--- src/verilog/plc_pkg.sv ---
// plc_pkg: register map, field layout, reset values and codes of the
// loop configuration bank.
// assumes byte-wide registers reached by the serial control port's
// internal address/data strobes.
`default_nettype none

package plc_pkg;

  localparam int ADDR_W = 10;
  localparam int DATA_W = 8;
  localparam int NUM_REGS = 5;

  // register offsets
  localparam logic [ADDR_W-1:0] OFS_VERSION_ID_LOW  = 10'h005;
  localparam logic [ADDR_W-1:0] OFS_VERSION_ID_HIGH = 10'h006;
  localparam logic [ADDR_W-1:0] OFS_LOOP_CONTROL    = 10'h010;
  localparam logic [ADDR_W-1:0] OFS_REF_DIV_LOW     = 10'h011;
  localparam logic [ADDR_W-1:0] OFS_REF_DIV_HIGH    = 10'h012;

  // register slot indices within the bank
  localparam int IDX_VERSION_ID_LOW  = 0;
  localparam int IDX_VERSION_ID_HIGH = 1;
  localparam int IDX_LOOP_CONTROL    = 2;
  localparam int IDX_REF_DIV_LOW     = 3;
  localparam int IDX_REF_DIV_HIGH    = 4;

  // reset values
  localparam logic [DATA_W-1:0] RST_VERSION_ID_LOW  = 8'h00;
  localparam logic [DATA_W-1:0] RST_VERSION_ID_HIGH = 8'h00;
  localparam logic [DATA_W-1:0] RST_LOOP_CONTROL    = 8'h7d;
  localparam logic [DATA_W-1:0] RST_REF_DIV_LOW     = 8'h01;
  localparam logic [DATA_W-1:0] RST_REF_DIV_HIGH    = 8'h00;

  // writable bits per register
  localparam logic [DATA_W-1:0] MASK_FULL         = 8'hff;
  localparam logic [DATA_W-1:0] MASK_REF_DIV_HIGH = 8'h3f;

  // tables indexed by slot
  localparam logic [NUM_REGS-1:0][ADDR_W-1:0] REG_OFFSET = {
    OFS_REF_DIV_HIGH, OFS_REF_DIV_LOW, OFS_LOOP_CONTROL,
    OFS_VERSION_ID_HIGH, OFS_VERSION_ID_LOW};
  localparam logic [NUM_REGS-1:0][DATA_W-1:0] REG_RESET = {
    RST_REF_DIV_HIGH, RST_REF_DIV_LOW, RST_LOOP_CONTROL,
    RST_VERSION_ID_HIGH, RST_VERSION_ID_LOW};
  localparam logic [NUM_REGS-1:0][DATA_W-1:0] REG_MASK = {
    MASK_REF_DIV_HIGH, MASK_FULL, MASK_FULL, MASK_FULL, MASK_FULL};

  // loop control field positions
  localparam int POS_PD_POLARITY = 7;
  localparam int POS_PUMP_CUR_HI = 6;
  localparam int POS_PUMP_CUR_LO = 4;
  localparam int POS_PUMP_MODE_HI = 3;
  localparam int POS_PUMP_MODE_LO = 2;
  localparam int POS_PLL_MODE_HI = 1;
  localparam int POS_PLL_MODE_LO = 0;
  localparam int REF_DIV_W = 14;
  localparam int REF_DIV_HIGH_W = 6;

  // charge pump mode codes
  localparam logic [1:0] PUMP_TRISTATE = 2'h0;
  localparam logic [1:0] PUMP_SOURCE   = 2'h1;
  localparam logic [1:0] PUMP_SINK     = 2'h2;
  localparam logic [1:0] PUMP_NORMAL   = 2'h3;

  // loop operating mode codes
  localparam logic [1:0] PLL_NORMAL    = 2'h0;
  localparam logic [1:0] PLL_PD_ASYNC  = 2'h1;
  localparam logic [1:0] PLL_UNUSED    = 2'h2;
  localparam logic [1:0] PLL_PD_SYNC   = 2'h3;

  // pump current step in microamps; code n gives (n+1) steps
  localparam int PUMP_UA_W = 13;
  localparam logic [PUMP_UA_W-1:0] PUMP_STEP_UA = 13'h258;

endpackage : plc_pkg

`default_nettype wire

--- src/verilog/plc_config_bank.sv ---
// plc_config_bank: loop configuration bank with stored customer version id.
// assumes the serial control port has already turned frames into
// single-cycle byte read and write strobes on clk.
`default_nettype none

// Functional notes
// - a 16-bit customer version id sits in two bytes at 0x005 (low) and 0x006 (high), reset 0.
// - the version id is storage only and steers nothing else in the device.
// - loop control bits 6:4 set pump current from 0.6 mA (000) to 4.8 mA (111, reset).
// - loop control bits 3:2 pick pump mode: tristate, source, sink, normal (reset).
// - loop control bits 1:0 pick loop mode: normal, async down (reset), unused, sync down.
// - a 14-bit reference divider lives at 0x011 (reset 0x01) and 0x012 bits 5:0 (reset 0).
module plc_config_bank
  import plc_pkg::*;
(
  input  wire logic                 clk,
  input  wire logic                 sysRst,
  input  wire logic [ADDR_W-1:0]    regAddr,
  input  wire logic                 regWrEn,
  input  wire logic [DATA_W-1:0]    regWrData,
  input  wire logic                 regRdEn,
  output var  logic [DATA_W-1:0]    regRdData,
  output var  logic                 regRdValid,
  output var  logic                 regRdHit,
  output var  logic                 phaseDetectorNegative,
  output var  logic [2:0]           pumpCurrentCode,
  output var  logic [PUMP_UA_W-1:0] pumpCurrentMicroamp,
  output var  logic                 pumpTristate,
  output var  logic                 pumpForceSource,
  output var  logic                 pumpForceSink,
  output var  logic                 pumpNormal,
  output var  logic                 pllActive,
  output var  logic                 pllPowerDownAsync,
  output var  logic                 pllPowerDownSync,
  output var  logic                 pllModeUnused,
  output var  logic [REF_DIV_W-1:0] referenceDivider,
  output var  logic [15:0]          customerVersionId
);

  logic [NUM_REGS-1:0][DATA_W-1:0] regQ;
  logic [NUM_REGS-1:0]             regSel;
  logic [DATA_W-1:0]               rdMux;
  logic                            rdMuxHit;

  logic [DATA_W-1:0]               rdData_q;
  logic                            rdValid_q;
  logic                            rdHit_q;

  logic                            pdNeg_q;
  logic [2:0]                      pumpCode_q;
  logic [PUMP_UA_W-1:0]            pumpUa_q;
  logic [PUMP_UA_W-1:0]            pumpUa_d;
  logic [1:0]                      pumpMode_q;
  logic [1:0]                      pllMode_q;
  logic [REF_DIV_W-1:0]            refDiv_q;
  logic [15:0]                     versionId_q;

  logic [DATA_W-1:0]               loopCtl;

  // high divider byte masked
  // exact ten-bit match, so upper address bits never alias a register
  genvar g;
  generate
    for (g = 0; g < NUM_REGS; g++) begin : gen_regs
      assign regSel[g] = (regAddr == REG_OFFSET[g]);
      plc_byte_reg #(
        .RESET_VALUE (REG_RESET[g]),
        .WRITE_MASK  (REG_MASK[g])
      ) u_reg (
        .clk    (clk),
        .sysRst (sysRst),
        .wrEn   (regWrEn && regSel[g]),
        .wrData (regWrData),
        .regQ   (regQ[g])
      );
    end
  endgenerate

  // all decoded outputs lag a write by two edges and switch together
  assign loopCtl = regQ[IDX_LOOP_CONTROL];

  // read mux; unmapped addresses answer zero
  always_comb begin
    rdMux = '0;
    rdMuxHit = 1'b0;
    for (int i = 0; i < NUM_REGS; i++) begin
      if (regSel[i]) begin
        rdMux = regQ[i];
        rdMuxHit = 1'b1;
      end
    end
  end

  // read data registered, valid one cycle after the strobe
  // data and hit stand until the next read; valid is a one-cycle pulse
  always_ff @(posedge clk) begin
    if (sysRst) begin
      rdData_q  <= 8'h00;
      rdValid_q <= 1'b0;
      rdHit_q   <= 1'b0;
    end else begin
      rdValid_q <= regRdEn;
      if (regRdEn) begin
        rdData_q <= rdMux;
        rdHit_q  <= rdMuxHit;
      end
    end
  end

  // polarity bit decode
  // passed on as written: keeping it positive on-chip is left to software
  always_ff @(posedge clk) begin
    if (sysRst) begin
      pdNeg_q <= RST_LOOP_CONTROL[POS_PD_POLARITY];
    end else begin
      pdNeg_q <= loopCtl[POS_PD_POLARITY];
    end
  end

  // pump current scale
  // reported as microamps for the pump bias trim, in equal 0.6 mA steps
  // the 4800 uA top code still fits the 13-bit field
  assign pumpUa_d = (PUMP_UA_W'(loopCtl[POS_PUMP_CUR_HI:POS_PUMP_CUR_LO]) + 13'h001)
                    * PUMP_STEP_UA;

  always_ff @(posedge clk) begin
    if (sysRst) begin
      pumpCode_q <= RST_LOOP_CONTROL[POS_PUMP_CUR_HI:POS_PUMP_CUR_LO];
      pumpUa_q   <= (PUMP_UA_W'(RST_LOOP_CONTROL[POS_PUMP_CUR_HI:POS_PUMP_CUR_LO])
                     + 13'h001) * PUMP_STEP_UA;
    end else begin
      pumpCode_q <= loopCtl[POS_PUMP_CUR_HI:POS_PUMP_CUR_LO];
      pumpUa_q   <= pumpUa_d;
    end
  end

  always_ff @(posedge clk) begin
    if (sysRst) begin
      pumpMode_q <= RST_LOOP_CONTROL[POS_PUMP_MODE_HI:POS_PUMP_MODE_LO];
    end else begin
      pumpMode_q <= loopCtl[POS_PUMP_MODE_HI:POS_PUMP_MODE_LO];
    end
  end

  always_ff @(posedge clk) begin
    if (sysRst) begin
      pllMode_q <= RST_LOOP_CONTROL[POS_PLL_MODE_HI:POS_PLL_MODE_LO];
    end else begin
      pllMode_q <= loopCtl[POS_PLL_MODE_HI:POS_PLL_MODE_LO];
    end
  end

  // divider assembly
  // no shadowing: a split two-byte update shows a mixed value for a while
  always_ff @(posedge clk) begin
    if (sysRst) begin
      refDiv_q <= {RST_REF_DIV_HIGH[REF_DIV_HIGH_W-1:0], RST_REF_DIV_LOW};
    end else begin
      refDiv_q <= {regQ[IDX_REF_DIV_HIGH][REF_DIV_HIGH_W-1:0], regQ[IDX_REF_DIV_LOW]};
    end
  end

  // storage only view
  // exported for the nonvolatile store; nothing in here reads it
  always_ff @(posedge clk) begin
    if (sysRst) begin
      versionId_q <= {RST_VERSION_ID_HIGH, RST_VERSION_ID_LOW};
    end else begin
      versionId_q <= {regQ[IDX_VERSION_ID_HIGH], regQ[IDX_VERSION_ID_LOW]};
    end
  end

  // one-hot pump mode strobes
  always_comb begin
    pumpTristate    = 1'b0;
    pumpForceSource = 1'b0;
    pumpForceSink   = 1'b0;
    pumpNormal      = 1'b0;
    case (pumpMode_q)
      PUMP_TRISTATE: pumpTristate    = 1'b1;
      PUMP_SOURCE:   pumpForceSource = 1'b1;
      PUMP_SINK:     pumpForceSink   = 1'b1;
      PUMP_NORMAL:   pumpNormal      = 1'b1;
      default:       pumpTristate    = 1'b1;
    endcase
  end

  // loop mode strobes
  // the unused code keeps the loop off: safest for the pump and oscillator
  always_comb begin
    pllActive         = 1'b0;
    pllPowerDownAsync = 1'b0;
    pllPowerDownSync  = 1'b0;
    pllModeUnused     = 1'b0;
    case (pllMode_q)
      PLL_NORMAL:   pllActive         = 1'b1;
      PLL_PD_ASYNC: pllPowerDownAsync = 1'b1;
      PLL_UNUSED:   pllModeUnused     = 1'b1;
      PLL_PD_SYNC:  pllPowerDownSync  = 1'b1;
      default:      pllModeUnused     = 1'b1;
    endcase
  end

  assign regRdData             = rdData_q;
  assign regRdValid            = rdValid_q;
  assign regRdHit              = rdHit_q;
  assign phaseDetectorNegative = pdNeg_q;
  assign pumpCurrentCode       = pumpCode_q;
  assign pumpCurrentMicroamp   = pumpUa_q;
  assign referenceDivider      = refDiv_q;
  assign customerVersionId     = versionId_q;

endmodule : plc_config_bank

`default_nettype wire

--- src/verilog/plc_byte_reg.sv ---
// plc_byte_reg: one byte-wide configuration register with per-bit write mask.
// assumes a single-cycle write strobe on the system clock.
`default_nettype none

module plc_byte_reg
  import plc_pkg::*;
#(
  parameter logic [DATA_W-1:0] RESET_VALUE = 8'h00,
  parameter logic [DATA_W-1:0] WRITE_MASK  = 8'hff
) (
  input  wire logic              clk,
  input  wire logic              sysRst,
  input  wire logic              wrEn,
  input  wire logic [DATA_W-1:0] wrData,
  output var  logic [DATA_W-1:0] regQ
);

  logic [DATA_W-1:0] value_q;

  // masked bits stay at reset value, so they read back as it
  always_ff @(posedge clk) begin
    if (sysRst) begin
      value_q <= RESET_VALUE;
    end else if (wrEn) begin
      value_q <= (wrData & WRITE_MASK) | (RESET_VALUE & ~WRITE_MASK);
    end
  end

  assign regQ = value_q;

endmodule : plc_byte_reg

`default_nettype wire

--- config.mk ---
export PLATFORM = sky130hd
export DESIGN_NAME = plc_config_bank
export DESIGN_NICKNAME = d
export VERILOG_FILES = /design/src/verilog/plc_pkg.sv /design/src/verilog/plc_config_bank.sv /design/src/verilog/plc_byte_reg.sv
export SDC_FILE = /design/constraint.sdc
export NUM_CORES = 1
export LEC_CHECK = 0
export BUFFER_PORTS_ARGS = -buffer_cell sky130_fd_sc_hd__buf_2
export CAP_MARGIN = 10
export CORE_MARGIN = 2
export CORE_UTILIZATION = 56
export CTS_BUF_LIST = sky130_fd_sc_hd__clkbuf_8
export DETAILED_ROUTE_END_ITERATION = 10
export GPL_ROUTABILITY_DRIVEN = 0
export GPL_TIMING_DRIVEN = 0
export PLACE_DENSITY_LB_ADDON = 0.1
export REMOVE_ABC_BUFFERS = 1
export SLEW_MARGIN = 20
export SYNTH_ARGS = -nofsm -noshare
export SYNTH_HDL_FRONTEND = slang
export SYNTH_SLANG_ARGS = --single-unit
--- constraint.sdc ---
create_clock -name clk -period 3.3 [get_ports clk]
set_input_delay 0.165 -clock clk [delete_from_list [all_inputs] [get_ports clk]]
set_output_delay 0.165 -clock clk [all_outputs]
set_load 0.03 [all_outputs]
==> flow_metrics.env <==
export IMPL_cp_arrival_ns=3.16
export IMPL_cts_tree="built"
export IMPL_ys_seq_area_frac=0.497
export IMPL_status="complete, no violations"
export IMPL_antenna_found_initial=0
export IMPL_ant_nets=0
export IMPL_clk_pin_slew_ns=0.09
export IMPL_cap_violations=0
export IMPL_cp_required_ns=3.57
export IMPL_critPathCaptureType="flip-flop"
export IMPL_ir_drop_mv=0.276
export IMPL_routed_wl_um=8060
export IMPL_overflow=0
export IMPL_critical_path_slowest_cell="dfxtp_1"
export IMPL_synthTopCellsByArea="dfxtp_1 (50%), mux2i_1 (8.3%), nand2b_1 (7.1%), inv_1 (4.0%), ha_1 (3.9%)"
export IMPL_cts_sinks=96
export IMPL_syn_area_mm2=0.00386
export IMPL_die_h_um=87.1
export IMPL_drive_gt1_frac=0.233
export IMPL_area_growth_pct=15.8
export IMPL_p_per_area_mw_per_mm2=466
export IMPL_hold_path_class="in -> reg"
export IMPL_rsz0062_at_grt="false"
export IMPL_synth_top_cell_area_share=0.497
export IMPL_routedWlPerCell_um=14.6
export IMPL_synth_cells=398
export IMPL_fin_crit_ns=2.88
export IMPL_async_flop_share=0
export IMPL_viasPerCell=5.26
export IMPL_ys_ff_latch=96
export IMPL_drc=0
export IMPL_dieWidth_um=87.1
export IMPL_start_kind="flip-flop"
export IMPL_die_area_mm2=0.00758
export IMPL_fin_setup_tns_ns=0
export IMPL_synth_common_cells="dfxtp_1 (96), nand2b_1 (44), inv_1 (41)"
export IMPL_grt_pass1_vias=2698
export IMPL_drv_slew=0
export IMPL_finalCritPeriodShare=0.874
export IMPL_cpPeakStageDelay_ns=0.52
export IMPL_drt_first_pass_iters=5
export IMPL_grt_max_degree=66
export IMPL_grt_pass1_wl_um=12800
export IMPL_clk_latency_ns=0.36
export IMPL_hpwl_um=5510
export IMPL_drtIter0Drc=146
export IMPL_grtUsageTotal=0.220
export IMPL_start_util=0.575
export IMPL_clockBufferDepth=2
export IMPL_holdBufCountCts=0
export IMPL_max_freq_mhz=347
export IMPL_htree_levels=3
export IMPL_synth_warning_count=0
export IMPL_cpMostUsedCell="ha_1"
export IMPL_crit_chain="ha_1 > xor2_1 > ha_1 > inv_1 > fa_1 > inv_1 > ha_1 > a21oi_1 > nor3_1 > o21a_1 > nor3_1"
export IMPL_place_area_mm2=0.00425
export IMPL_ys_types=42
export IMPL_io_pins=87
export IMPL_port_buffers=83
export IMPL_cts_setup_buffers=0
export IMPL_core_area_mm2=0.00672
export IMPL_diodes=0
export IMPL_cp_max_fo=7
export IMPL_relSlewSlack=0.373
export IMPL_numCtsBuffers=9
export IMPL_cts_resized=0
export IMPL_syn_avg_cell_area_um2=9.71
export IMPL_setup_viol=0
export IMPL_cts_root_buffer="clkbuf_8"
export IMPL_via_count=2904
export IMPL_fin_nets=503
export IMPL_hold_viol=0
export IMPL_leakage_nw=2.36
export IMPL_synth_edf_count=0
export IMPL_synth_main_ff_cell="dfxtp_1"
export IMPL_critPathKind="reg -> reg"
export IMPL_fin_worst_skew_ns=0.00541
export IMPL_core_rowCount=30
export IMPL_final_area_mm2=0.00448
export IMPL_synth_most_common_cell="dfxtp_1"
export IMPL_worst_slew_pin_slew_ns=0.941
export IMPL_yosys_area_top_type="dfxtp_1"
==> cell families (layout without fill, tap and decap cells) <==
kind of cell	Yosys count	after routing	synth area share
compound gates	56	56	0.0984
xor+xnor	6	6	0.0136
fa+ha+maj	13	13	0.0440
buf+inv	67	139	0.0751
flops	96	96	0.497
mux	32	32	0.0829
other cells	1	3	0.000970
simple gates	127	127	0.188
==> layer usage <==
layer | up-vias | part of all wire | GRT usage | routed length (um)
li1 | 1449 | - | - | -
met1 | 1345 | 0.44 | 0.288 | 3510
met2 | 101 | 0.49 | 0.357 | 3920
met3 | 9 | 0.066 | 0.0502 | 535
met4 | 0 | 0.011 | 0.0767 | 90
met5 | - | 0 | 0 | 0
==> layout make-up <==
cell class,count,area [um2]
clock buffers,10,138
clock inverters,5,81.3
fillers,561,2240
inverters,41,154
multi-input cells,237,1670
flip-flops and latches,96,1920
well taps,80,100
repair buffers,83,415
==> metrics by stage <==
| step | std cells | util | hold slack [ns] | worst slack, ns | total power, mW |
|---|---|---|---|---|---|
| after floorplan | 374 | - | 0.237 | 0.783 | 1.24 |
| after global placement | 537 | 0.633 | 0.448 | 0.516 | 1.28 |
| after detailed placement | 537 | 0.633 | 0.450 | 0.433 | 1.28 |
| after CTS | 552 | 0.665 | 0.0813 | 0.394 | 2.10 |
| after global routing | 552 | 0.666 | 0.104 | 0.174 | 2.15 |
| final | 552 | 0.666 | 0.0892 | 0.416 | 2.09 |
==> report_power, final <==
part | internal (mW) | switching [mW]
clock | 0.443 | 0.394
sequential | 1.16 | 0.000975
combinational | 0.0327 | 0.0578
total | 1.64 | 0.453
==> placed cells by master (no fill, tap or decap), drive strengths merged, types with 2 or more instances in the layout <==
cell type	count
bufinv	2
buf	83
o22a	6
xnor2	5
nor2	33
or2	8
nand2	5
conb	3
or3b	2
dfxtp	96
inv	41
a21oi	8
o21a	7
clkinv	2
or3	6
ha	12
mux2i	32
nand2b	44
and3	2
and2	3
clkbuf	10
o21ai	15
nor3	6
a22oi	14
nor4	4
nor2b	10
==> critical path: cells and delay by family, from the launching register on <==
kind / cells / cell delay [ns]
adders and majority gates: 4 / 1.15
DFF: 1 / 0.52
xor gates and xnor gates: 1 / 0.36
AOI/OAI and AO/OA: 2 / 0.43
buffers and inverters: 2 / 0.10
and+or+nand+nor: 2 / 0.25
==> flip-flops by register name, summed over array words and instances, names as in the netlist <==
name and flops:
regRdData 8, pllMode_q 2, pumpMode_q 2, regRdHit 1, regRdValid 1, phaseDetectorNegative 1, gen_regs.u_reg.regQ 38, pumpCurrentCode 3
referenceDivider 14, customerVersionId 16, pumpCurrentMicroamp 10
==> final timing paths <==
kind / startpoint / endpoint / slack (ns) / cells past startpoint
max: gen_regs[2].u_reg.regQ[4]$_SDFFE_PP1P_ / pumpCurrentMicroamp[11]$_SDFF_PP0_ / 0.42 / 11
min: regWrData[2] / gen_regs[2].u_reg.regQ[2]$_SDFFE_PP1P_ / 0.09 / 3
max reg2reg: gen_regs[2].u_reg.regQ[4]$_SDFFE_PP1P_ / pumpCurrentMicroamp[11]$_SDFF_PP0_ / 0.42 / 11
min reg2reg: gen_regs[3].u_reg.regQ[0]$_SDFFE_PP1P_ / referenceDivider[0]$_SDFF_PP1_ / 0.47 / 2
Power figures use the tool's default switching activity.
